`config.mk`:
```
export PLATFORM = sky130hd
export DESIGN_NAME = otg_interrupt_event_logic
export DESIGN_NICKNAME = d
export VERILOG_FILES = /design/src/design/otg_event_pkg.sv /design/src/design/otg_interrupt_event_logic.sv
export SDC_FILE = /design/constraint.sdc
export NUM_CORES = 1
export LEC_CHECK = 0
export ABC_AREA = 1
export BUFFER_PORTS_ARGS = -buffer_cell sky130_fd_sc_hd__buf_4
export CAP_MARGIN = 30
export CORE_MARGIN = 2
export CORE_UTILIZATION = 25
export CTS_CLUSTER_DIAMETER = 200
export DETAILED_ROUTE_END_ITERATION = 16
export GPL_TIMING_DRIVEN = 0
export PLACE_DENSITY = 0.46
export SLEW_MARGIN = 20
export SYNTH_ARGS = -nofsm -noshare
export SYNTH_HDL_FRONTEND = slang
export SYNTH_SLANG_ARGS = --single-unit
```
`constraint.sdc`:
```
create_clock -name clock -period 2.3 [get_ports clock]
set_input_delay 0.115 -clock clock [delete_from_list [all_inputs] [get_ports clock]]
set_output_delay 0.115 -clock clock [all_outputs]
set_load 0.02 [all_outputs]
```
`src/design/otg_event_pkg.sv`:
```
// Package: register map, field layout and carriers for the OTG event logic
package otg_event_pkg;
    localparam int SRC_W = 5;
    localparam int REG_W = 8;
    localparam int ADDR_W = 6;
    localparam logic [5:0] RISE_WR_ADDR = 6'h0D;
    localparam logic [5:0] RISE_SET_ADDR = 6'h0E;
    localparam logic [5:0] RISE_CLR_ADDR = 6'h0F;
    localparam logic [5:0] FALL_WR_ADDR = 6'h10;
    localparam logic [5:0] FALL_SET_ADDR = 6'h11;
    localparam logic [5:0] FALL_CLR_ADDR = 6'h12;
    localparam logic [5:0] STATUS_ADDR = 6'h13;
    localparam logic [5:0] LATCH_ADDR = 6'h14;
    localparam int ID_BIT = 4;
    localparam int SESSOVER_BIT = 3;
    localparam int SESSOK_BIT = 2;
    localparam int BUSPOWER_BIT = 1;
    localparam int UNPLUG_BIT = 0;
    localparam logic [4:0] ENABLE_RESET = 5'h1F;
    localparam logic [4:0] LATCH_RESET = 5'h00;
    localparam logic [2:0] RESERVED_READ = 3'h0;

    // Five sources in bit order 4..0
    typedef struct packed {
        logic id_grounded;
        logic session_over;
        logic session_ok;
        logic bus_power_ok;
        logic host_unplugged;
    } sources_s;

    // Register access request from the interface framing
    typedef struct packed {
        logic wr;
        logic rd;
        logic [5:0] addr;
        logic [7:0] wdata;
    } reg_req_s;
endpackage

```
`src/design/otg_interrupt_event_logic.sv`:
```
// OTG interrupt source edge detection, enable registers and sticky latch
`timescale 1ns/1ps
module otg_interrupt_event_logic
    import otg_event_pkg::*;
(
    // Clock, reset, enable
    input wire logic clock,
    input wire logic rst,
    input wire logic clk_en,
    // Source levels from detectors and comparators
    input wire sources_s sources,
    // Power state: high while low-power mode is requested
    input wire logic low_power,
    // Register access
    input wire reg_req_s req,
    output logic [7:0] rdata,
    output logic rdata_valid,
    // Event toward the RXCMD sender
    output logic rxcmd_req,
    output sources_s rxcmd_sources,
    // Register views
    output logic [4:0] rise_event_enable,
    output logic [4:0] fall_event_enable,
    output logic [4:0] sticky_event_latch
);
    logic [4:0] prev_src;
    logic prev_low_power;
    logic [4:0] rise_hit;
    logic [4:0] fall_hit;
    logic [4:0] edge_hit;
    logic latch_read;
    logic lp_entry;

    // Registers on write/set/clear sub-addresses
    function automatic logic [4:0] upd(input logic [4:0] cur, input logic [1:0] op, input logic [4:0] d);
        logic [4:0] r;
        r = cur;
        unique case (op)
            2'h1: r = d;
            2'h2: r = cur | d;
            2'h3: r = cur & ~d;
            default: r = cur;
        endcase
        return r;
    endfunction

    // Picks the write operation for a three-address register block
    function automatic logic [1:0] op_of(input logic [5:0] a, input logic [5:0] base);
        logic [1:0] r;
        r = 2'h0;
        if (a == base)
            r = 2'h1;
        else if (a == base + 6'h01)
            r = 2'h2;
        else if (a == base + 6'h02)
            r = 2'h3;
        return r;
    endfunction

    assign rise_hit = ~prev_src & sources & rise_event_enable;
    assign fall_hit = prev_src & ~sources & fall_event_enable;
    assign edge_hit = rise_hit | fall_hit;
    assign latch_read = req.rd && req.addr == LATCH_ADDR;
    assign lp_entry = low_power && !prev_low_power;

    always_ff @(posedge clock)
    begin
        if (rst)
        begin
            prev_src <= sources_s'(5'h00);
            prev_low_power <= 1'b0;
        end
        else if (clk_en)
        begin
            prev_src <= sources;
            prev_low_power <= low_power;
        end
    end

    always_ff @(posedge clock)
    begin
        if (rst)
        begin
            rise_event_enable <= ENABLE_RESET;
            fall_event_enable <= ENABLE_RESET;
        end
        else if (clk_en && req.wr)
        begin
            rise_event_enable <= upd(rise_event_enable, op_of(req.addr, RISE_WR_ADDR), req.wdata[4:0]);
            fall_event_enable <= upd(fall_event_enable, op_of(req.addr, FALL_WR_ADDR), req.wdata[4:0]);
        end
    end

    // Low-power entry and a latch read both clear; a new edge in that cycle still sets
    always_ff @(posedge clock)
    begin
        if (rst)
            sticky_event_latch <= LATCH_RESET;
        else if (clk_en)
        begin
            if (latch_read || lp_entry)
                sticky_event_latch <= edge_hit;
            else
                sticky_event_latch <= sticky_event_latch | edge_hit;
        end
    end

    // RXCMD carries live levels, so link need not poll the latch
    always_ff @(posedge clock)
    begin
        if (rst)
        begin
            rxcmd_req <= 1'b0;
            rxcmd_sources <= sources_s'(5'h00);
        end
        else if (clk_en)
        begin
            rxcmd_req <= |edge_hit;
            rxcmd_sources <= sources;
        end
    end

    always_ff @(posedge clock)
    begin
        if (rst)
        begin
            rdata <= 8'h00;
            rdata_valid <= 1'b0;
        end
        else if (clk_en)
        begin
            rdata_valid <= req.rd;
            rdata <= 8'h00;
            if (req.rd)
            begin
                if (req.addr >= RISE_WR_ADDR && req.addr <= RISE_CLR_ADDR)
                    rdata <= {RESERVED_READ, rise_event_enable};
                else if (req.addr >= FALL_WR_ADDR && req.addr <= FALL_CLR_ADDR)
                    rdata <= {RESERVED_READ, fall_event_enable};
                else if (req.addr == STATUS_ADDR)
                    rdata <= {RESERVED_READ, sources};
                else if (req.addr == LATCH_ADDR)
                    rdata <= {RESERVED_READ, sticky_event_latch};
            end
        end
    end
endmodule // otg_interrupt_event_logic

```
### Word level (Yosys, flattened, before mapping)

Cells that the tools add are included.

| operators by class | value |
|---|---|
| order comparisons | 4 |
| eq/ne operators | 14 |
| multiplexer cells | 18 |
| bitwise gates (word level) | 13 |
| reduce and logical (&&, ||, !) cells | 12 |

Operators by type and width:

| operator | number |
|---|---|
| $and 5x5->5 | 6 |
| $eq 6x5->1 const B | 5 |
| $mux 5 | 6 |
| $pmux 5 s3 | 2 |
| $mux 2 | 10 |
| $or 5x5->5 | 4 |
| $eq 6x4->1 const B | 3 |
| $not 5->5 | 3 |
| $eq 2x2->1 const B | 4 |
| $ge 6x4->1 const B | 1 |
| $ge 6x5->1 const B | 1 |
| $le 6x4->1 const B | 1 |
| $le 6x5->1 const B | 1 |
| $reduce_bool 3->1 | 2 |
| $logic_and 1x1->1 | 5 |
| $reduce_or 5->1 | 1 |
| $eq 2x1->1 const B | 2 |
| $reduce_and 2->1 | 2 |
| $logic_not 1->1 | 1 |
| $logic_or 1x1->1 | 1 |

| word-level totals | value |
|---|---|
| bits in registers | 36 |
| bits of input ports | 25 |
| output and inout bits | 30 |

### Longest topological paths before layout

Gate-level depths: netlist (run 1).

| depth | value |
|---|---|
| depth in word-level cells | 9 |
| gate-level depth with buffers | 9 |
| depth with buffers taken out | 9 |

### Worst setup path after synthesis (run 1)

Ideal clock, no wire load.

| path | value |
|---|---|
| path kind | reg2reg |
| start point | reg prev_src[4] |
| end point | reg sticky_event_latch[4] |
| setup time | 70 ps |
| arrival time | 1044 ps |
| required time | 2230 ps |
| setup slack | 1186 ps |
| cell stages (with the launch flop) | 6 |
| buffers on the path | 0 |
| cells stage by stage | dfxtp_1 -> nand2_1 -> nor2_1 -> a21oi_1 -> or2_2 -> a21oi_1 |

| between the ends | value |
|---|---|
| longest elaborated chain between the ends | 6 |
| elaborated cells between the ends (all ways) | 8 |
| classes of those cells | mux: 1; bitwise: 7 |

Ends and longest elaborated chain:

| item | RTL line | source |
|---|---|---|
| start: declaration | otg_interrupt_event_logic.sv:26 | `logic [4:0] prev_src;` |
| start signal: assignment | otg_interrupt_event_logic.sv:70 | `prev_src <= sources_s'(5'h00);` |
| start signal: assignment | otg_interrupt_event_logic.sv:75 | `prev_src <= sources;` |
| $not 5->5 | otg_interrupt_event_logic.sv:60 | `assign rise_hit = ~prev_src & sources & rise_event_enable;` |
| $and 5x5->5 (2 in series) | otg_interrupt_event_logic.sv:60 |  |
| $or 5x5->5 * | otg_interrupt_event_logic.sv:62 | `assign edge_hit = rise_hit \| fall_hit;` |
| $or 5x5->5 | otg_interrupt_event_logic.sv:104 | `sticky_event_latch <= sticky_event_latch \| edge_hit;` |
| $mux 5 * | otg_interrupt_event_logic.sv:101 | `if (latch_read \|\| lp_entry)` |
| end signal: assignment | otg_interrupt_event_logic.sv:102 | `sticky_event_latch <= edge_hit;` |
| end signal: assignment | otg_interrupt_event_logic.sv:104 |  |
| end: declaration | otg_interrupt_event_logic.sv:24 | `output logic [4:0] sticky_event_latch` |

Every way passes the cells marked *; elsewhere a longest branch is shown, timed or not.
A chain may end at the register's enable or synchronous reset.

### Worst setup path after layout (run 1)

| path | value |
|---|---|
| start point | reg rise_event_enable[1] |
| end point | reg rxcmd_req |

| between the ends | value |
|---|---|
| longest elaborated chain between the ends | 3 |

Ends and longest elaborated chain:

| item | RTL line | source |
|---|---|---|
| start: declaration | otg_interrupt_event_logic.sv:22 | `output logic [4:0] rise_event_enable,` |
| start signal: assignment | otg_interrupt_event_logic.sv:89 | `rise_event_enable <= upd(rise_event_enable, op_of(req.addr, RISE_WR_ADDR), req.wdata[4:0]);` |
| $and 5x5->5 | otg_interrupt_event_logic.sv:60 |  |
| $or 5x5->5 | otg_interrupt_event_logic.sv:62 |  |
| $reduce_or 5->1 | otg_interrupt_event_logic.sv:118 | `rxcmd_req <= \|edge_hit;` |
| end signal: assignment | otg_interrupt_event_logic.sv:118 |  |
| end: declaration | otg_interrupt_event_logic.sv:19 | `output logic rxcmd_req,` |

Every way passes these cells.

==> results of run 1 <==
[placed cells by master (no fill, tap or decap), types with 4 or more instances in the layout]
master and n:
o211ai_1 6, inv_1 23, clkbuf_1 4, nand3_1 41, nor2_1 19, o21ai_0 9, nand2_1 53, a21oi_1 22
clkbuf_8 4, dfxtp_1 28, buf_4 50
[cells by family (layout without fill, tap and decap cells)]
| kind of cell | count (synthesis) | in the layout | share of synthesized area |
|---|---|---|---|
| AO/OA/AOI/OAI | 41 | 41 | 0.148 |
| flip-flops | 28 | 28 | 0.369 |
| buffers and inverters | 33 | 84 | 0.0940 |
| other | 1 | 3 | 0.00247 |
| AND/OR/NAND/NOR | 125 | 125 | 0.386 |
[power breakdown]
part | total [mW] | internal [mW] | switching, mW
logic | 0.202 | 0.0816 | 0.120
clock network | 0.310 | 0.153 | 0.156
registers | 0.520 | 0.505 | 0.0156
total | 1.03 | 0.740 | 0.292
[cell type report]
| class | count | area [um^2] | area share |
|---|---|---|---|
| multi-input cells | 169 | 822 | 0.406 |
| flip-flops and latches | 28 | 561 | 0.277 |
| repair buffers | 47 | 353 | 0.174 |
| inverters | 25 | 93.8 | 0.0463 |
| well taps | 75 | 93.8 | 0.0463 |
| clock buffers | 4 | 55.1 | 0.0272 |
| plain buffers | 8 | 48.8 | 0.0241 |
[registers in the layout, summed over array words and instances (netlist names)]
register            count
fall_event_enable       5
prev_low_power          1
rise_event_enable       5
rdata_valid             1
rxcmd_req               1
sticky_event_latch      5
rdata                   5
prev_src                5
[worst max-delay path, stage by stage, from the launching register on]
cell,delay (ps)
dfxtp_1,390
inv_1,80
o31ai_1,300
nor2_1,120
nand4_1,90
nand2_1,50
inv_1,40
[metrics by stage]
stage | power, mW | area (um^2) | setup WS [ps] | hold slack [ps] | utilization
finish | 1.03 | 2030 | 1190 | 6.08 | 0.344
global route | 1.09 | 2030 | 1010 | 18.5 | 0.344
CTS | 1.05 | 2030 | 1160 | 4.42 | 0.344
detailed placement | 0.736 | 1970 | 1030 | 310 | 0.335
global placement | 0.735 | 1970 | 1030 | 303 | 0.335
floorplan | 0.644 | 1530 | 1190 | 184 | -
[routing by layer]
layer  vias to the layer above  share of wire  track usage
met1                       668           0.49        0.194
met3                         2          0.057       0.0330
met5                         -              0            0
met2                        45           0.44        0.232
li1                        860              -            -
met4                         0         0.0038       0.0150
[how the worst max path moves through the flow]
stage                     cells after the start                     to            startpoint  slack, ps
after CTS                                     6              rxcmd_req  rise_event_enable[1]       1160
after global routing                          6              rxcmd_req  rise_event_enable[0]       1010
after floorplan                               5  sticky_event_latch[4]           prev_src[4]       1190
after global placement                        7  sticky_event_latch[1]                req[9]       1030
final                                         6              rxcmd_req  rise_event_enable[1]       1190
after detailed placement                      7  sticky_event_latch[3]                req[9]       1030
==> out/metrics.cfg, run 1 <==
[pwr]
peakVddDrop_mv = 0.264
leakagePower_nw = 0.995
pwr_density_cell_mw_per_mm2 = 509

[grt]
grtUsageTotal = 0.141
grt_max_degree = 16
grt_pass1_vias = 1455
grt_pass1_wl_um = 7220
grt_overflow = 0
antenna_found_initial = 0

[timing]
period_share = 0.483
final_max_slew_viol_count = 0
hold_viol_final = 0
finalClockSkew_ps = 6.46
fin_crit_ps = 1110
setup_violations = 0
fmax_ghz = 0.900
setup_tns_ps = 0
rsz0062_at_grt = false

[route]
antenna_left = 0
wl_um = 4510
first_pass_iters = 4
avgViaCountPerCell = 4.42
vias = 1575
drt_iter0_drc = 60
routedWlPerCell_um = 12.7
route.detailed.drc = 0

[cts]
numCtsBuffers = 3
clock-root-buffer = clkbuf_8
h-tree-depth = 1
cts_resized = 0
cts.path.max_buffers = 2
cts_hold_buf = 0
cts_tree = built
cts.sinks = 28
clk_pin_slew_ps = 100
clk_latency_ps = 280
post_cts_buffers = 0

[synth]
synth.avg_cell_area_um2 = 6.66
synth_top_flop_cell = dfxtp_1
synth_edf_count = 0
synth_area_leaders = dfxtp_1 (37%), nand3_1 (14%), nand2_1 (13%)
syn_area_mm2 = 0.00152
synth_seq_area_share = 0.369
yosys.cell_count.top_type = nand2_1
yosys.area.top_type = dfxtp_1
synth_warnings = 0
synth_cells = 228
ys_ff_latch = 28
synth_commonest_cells = nand2_1 (53), nand3_1 (41), dfxtp_1 (28)
yosysTopAreaCellShare = 0.369
ys_types = 23
ys_async_sr_fraction = 0

[die]
start_util = 0.258
io_pins = 55
die_area_mm2 = 0.00671
placementRows = 28
die_width_um = 81.9
die_h_um = 81.9
fp.coreArea_mm2 = 0.00589

[min_path]
hold_class = in2reg
worstHoldPathCells = 2
worstHoldStart = rst
holdPathEnd = rdata[4]

[cells_and_area]
finalNonFillerCells = 356
n_antenna_cell = 0
nets = 307
syn_to_final_growth_pct = 33.6
drive_gt1_frac = 0.238
fill_cells = 671

[placement]
hpwlAfterDp_um = 3640
dp_cells = 352
gp_congestion = 0.751
port_buffers = 47

[critical_path]
rrSetupSlack_ps = 1190
cp.arrival_ps = 1350
r2r-end = rxcmd_req
r2r-start = rise_event_enable[1]
endpoint_kind = flip-flop
worstSetupPathType = reg2reg
cp_max_fo = 3
start_kind = flip-flop
reg2reg_depth = 6
required_ps = 2540

[run]
cap_violations = 0

[outcome]
status = finished, final reports clean

Power figures use the tool's default switching activity.
==> run 2: changes to the inputs <==
PLACE_DENSITY = 0.48   (was 0.46)
clock period = 0.9 ns   (was 2.3 ns; I/O delays follow)
==> run 2 against run 1 <==
The run now ends with negative setup slack left. Combinational power rose to 3.4 times the previous value. Via count grew 9.1%. Non-clock buffer count is 16 higher. Maximum frequency grew 17%. Count of clock-buffer cells in the layout unchanged. Utilization rose by 8.4 points. Final area increased by 24%. Critical endpoint unchanged.
==> out/metrics.cfg, run 2 (same netlist as run 1, synthesis figures left out) <==
[critical_path]
crit_slowest_cell = dfxtp_4
worstSetupPathType = reg2reg
max_stage_delay_ps = 370
crit_path_frequent_cell = nand2_1
cp_max_fo = 3
required_ps = 1090
rrSetupSlack_ps = -50
critPathLaunch = prev_src[2]
crit_buf_inv = 2
r2r-start = prev_src[2]
critical_path.top_delay_family = simple AND/OR/NAND/NOR gates
start_kind = flip-flop
cp.arrival_ps = 1140
endpoint_kind = flip-flop
crit_chain = inv_4 -> nor2_2 -> nand2_1 -> nand2_1 -> nor2_1 -> nand4_1 -> nand2_1 -> inv_1

[cells_and_area]
syn_to_final_growth_pct = 66.2
drive_gt1_frac = 0.508
nets = 323
finalNonFillerCells = 372
layout_common_cells = buf_4 (52), nand2_1 (45), nand3_1 (25), inv_1 (18), nand3_2 (15)
final_common_cell = buf_4
fill_cells = 628
n_antenna_cell = 0
final_util = 0.429

[cts]
cts.path.max_buffers = 2
cts.sinks = 28
clk_latency_ps = 280
h-tree-depth = 1
clock-root-buffer = clkbuf_8
clk_pin_slew_ps = 100
numCtsBuffers = 3
cts_tree = built

[pwr]
pwr_density_cell_mw_per_mm2 = 1080
total_power_mw = 2.74
leakagePower_nw = 1.17
peakVddDrop_mv = 0.614

[grt]
use_met3 = 0.0242
grt_max_degree = 16
grtUsageTotal = 0.142
grt_pass1_vias = 1509
grt_overflow = 0
top_usage_layer = met2
gr-usage-met1 = 0.186
antenna_found_initial = 0
grt_pass1_wl_um = 7380
grt_util_met2 = 0.244

[placement]
dpl_worst_slack_ps = -300
hpwlAfterDp_um = 3680
gp_congestion = 0.758
port_buffers = 47
dp_cells = 352

[timing]
hold_viol_final = 0
rsz0062_at_grt = true
fin_hold_ws_ps = 18.8
finalClockSkew_ps = 8.93
setup_violations = 7
finalWorstSetupSlack_ps = -51.5
period_share = 1.06
worst_pin_slew_ps = 651
fmax_ghz = 1.05
final_max_slew_viol_count = 0
slew_headroom = 0.566
fin_crit_ps = 951

[route]
route.detailed.drc = 0
vias = 1719
antenna_left = 0
avgViaCountPerCell = 4.62
first_pass_iters = 4
routedWlPerCell_um = 12.9
wl_um = 4820
drt_iter0_drc = 76

[run]
cap_violations = 0

[die]
die_area_mm2 = 0.00671
die_h_um = 81.9
io_pins = 55
fp.coreArea_mm2 = 0.00589
placementRows = 28
start_util = 0.258
die_width_um = 81.9

[outcome]
status = finished, violations left
violations = negative setup slack

[min_path]
hold_class = in2reg
worstHoldStart = req[2]

## run 2: changes by cell type in the layout (fill, tap and decap cells not counted), sizes merged
cell / delta
buf: +15
dlygate4sd3: +1
## run 2: where the power goes
group          internal (mW)  total [mW]  switching (mW)
sequential              1.28        1.33          0.0533
clock                  0.318       0.722           0.404
combinational          0.303       0.685           0.382
## run 2: timing repair
item | CTS | global route
cloned | 0 | 0
gates resized for setup | 20 | 53
hold endpoints to repair | 1 | 0
hold buffers | 1 | 0
pin swaps | 11 | 28
endpoints found under the setup margin | 10 | 17
setup buffers | 4 | 11
## run 2: worst paths after layout
kind                                             end  depth (start not counted)
worst max-delay path                       rxcmd_req                          8
worst min register to register           rdata_valid                          2
worst min-delay path            rise_event_enable[2]                          3
worst max register to register             rxcmd_req                          8
## run 2: area by class of cell
| class | count | area, um^2 | share of cell area |
|---|---|---|---|
| Multi-Input combinational cell | 169 | 1070 | 0.426 |
| Sequential cell | 28 | 611 | 0.242 |
| Timing Repair Buffer | 63 | 533 | 0.211 |
| Inverter | 25 | 116 | 0.0461 |
| Tap cell | 75 | 93.8 | 0.0372 |
| Buffer | 8 | 48.8 | 0.0193 |
| Clock buffer | 4 | 45.0 | 0.0179 |
## run 2: worst min-delay path, stage by stage
cell	delay [ps]
buf_4	90
nand3_1	70
nand3_1	70
## run 2: per-stage QoR
step	TNS, ps	instance area [um^2]
2_1_floorplan	-140	1640
3_3_place_gp	-4940	2080
3_5_place_dp	-5070	2080
4_1_cts	-257	2230
5_1_grt	-877	2520
6_report	-228	2520
## run 2: routing by layer
| layer | wire (um) | share of wire | vias up |
|---|---|---|---|
| met5 | 0 | 0 | - |
| met4 | 16 | 0.0033 | 0 |
| met3 | 276 | 0.057 | 2 |
| met2 | 2280 | 0.47 | 39 |
| met1 | 2250 | 0.47 | 784 |
| li1 | - | - | 894 |
==> run 3: changes to the inputs <==
HOLD_SLACK_MARGIN = 0.05   (was not set)
==> run 3 against run 2 <==
The flow still finishes with violations (negative setup slack). Count of clock-buffer cells in the layout is the same. Power shrank 0.10%. First-iteration DRC count shrank 26%. Sequential share of layout area is essentially flat. Flip-flop and latch count is the same. Critical path depth shrank 2. Register-to-register slack is essentially flat. Combinational power grew 1%. Final area grew 0.20%. Die area is the same. Worst hold slack gained 68 ps. Critical path type unchanged. Critical endpoint unchanged. Largest power group unchanged.
==> out/metrics.cfg, run 3 (same netlist as run 1, synthesis figures left out) <==
[cells_and_area]
fin_area_mm2 = 0.00253
syn_to_final_growth_pct = 66.5
nets = 325
n_antenna_cell = 0
final_common_cell = buf_4
drive_gt1_frac = 0.488
layout_common_cells = buf_4 (50), nand2_1 (45), nand3_1 (27), inv_1 (18)
finalNonFillerCells = 374

[pwr]
leakagePower_nw = 1.16
total_power_mw = 2.73
peakVddDrop_mv = 0.614
pwr_density_cell_mw_per_mm2 = 1080

[cts]
cts.sinks = 28
clock-root-buffer = clkbuf_8
clk_latency_ps = 280
h-tree-depth = 1
cts_tree = built
numCtsBuffers = 3
clk_pin_slew_ps = 100
cts.path.max_buffers = 2

[timing]
slew_headroom = 0.566
rsz0062_at_grt = true
setup_violations = 7
final_max_slew_viol_count = 0
hold_viol_final = 0
finalWorstSetupSlack_ps = -55.8
fmax_ghz = 1.05
setup_tns_ps = -238
finalClockSkew_ps = 6.09
worst_pin_slew_ps = 651
period_share = 1.06
fin_crit_ps = 956
fin_hold_ws_ps = 87.3

[route]
antenna_left = 0
drt_iter0_drc = 56
vias = 1741
route.detailed.drc = 0
first_pass_iters = 4
routedWlPerCell_um = 12.8
avgViaCountPerCell = 4.66
wl_um = 4790

[die]
die_h_um = 81.9
die_area_mm2 = 0.00671
io_pins = 55
die_width_um = 81.9
start_util = 0.258
placementRows = 28
fp.coreArea_mm2 = 0.00589

[grt]
grt_overflow = 0
grt_pass1_vias = 1519
grtUsageTotal = 0.142
grt_pass1_wl_um = 7380
antenna_found_initial = 0
grt_max_degree = 16

[outcome]
violations = negative setup slack
status = finished, violations left

[placement]
place_area_mm2 = 0.00208
dp_cells = 352
hpwlAfterDp_um = 3680
port_buffers = 47
gp_congestion = 0.758

[min_path]
hold_class = in2reg

[critical_path]
endpoint_kind = flip-flop
required_ps = 1090
worstSetupPathType = reg2reg
cp.arrival_ps = 1140
cp_max_fo = 4
start_kind = flip-flop

[run]
cap_violations = 0

[run 3: cell count changes in the layout (fill, tap and decap cells not counted)]
cell           delta
nand3_2           -2
buf_12            -1
dlygate4sd3_1     +5
nand3_1           +2
buf_4             -2
[run 3: repair_timing]
item	CTS	global route
endpoints found under the hold margin	7	0
resized for setup	20	51
setup buffers	4	8
hold buffers	6	0
pin swaps	11	27
setup endpoints to repair	10	16
[run 3: final timing paths]
kind / cells past startpoint / startpoint / endpoint / slack, ps
max: 6 / prev_src[0] / rxcmd_req / -60
min: 3 / sources[3] / prev_src[3] / 90
max reg2reg: 6 / prev_src[0] / rxcmd_req / -60
min reg2reg: 2 / rdata_valid / rdata_valid / 470
[run 3: report_power, final]
part,total [mW],switching [mW],internal (mW)
combinational,0.692,0.382,0.310
sequential,1.33,0.0531,1.28
clock,0.712,0.394,0.318
total,2.73,0.830,1.90
[run 3: per-stage QoR]
step | util | worst slack, ps
2_1_floorplan | - | -48.8
3_3_place_gp | 0.354 | -302
3_5_place_dp | 0.354 | -300
4_1_cts | 0.388 | -71.4
5_1_grt | 0.429 | -158
6_report | 0.429 | -55.8
[run 3: layout make-up]
| type | instances | area (um^2) |
|---|---|---|
| buffer | 8 | 48.8 |
| inverter | 25 | 116 |
| fill | 636 | 3360 |
| sequential | 28 | 611 |
| clock buffer | 4 | 45.0 |
| tap | 75 | 93.8 |
| timing repair buffer | 65 | 548 |
| multi-input combinational | 169 | 1060 |
[run 3: critical path: stages (launching register included)]
cell and delay (ps):
dfxtp_4 380, nand3_2 90, o31ai_4 80, nor2_2 130
nand4_1 90, nand2_1 80, inv_1 30
[run 3: layer usage]
metal	vias up	share of wire	track usage	wire length [um]
li1	903	-	-	-
met1	796	0.46	0.185	2210
met2	38	0.48	0.246	2300
met3	4	0.054	0.0242	258
met4	0	0.0048	0.0300	23
met5	-	0	0	0
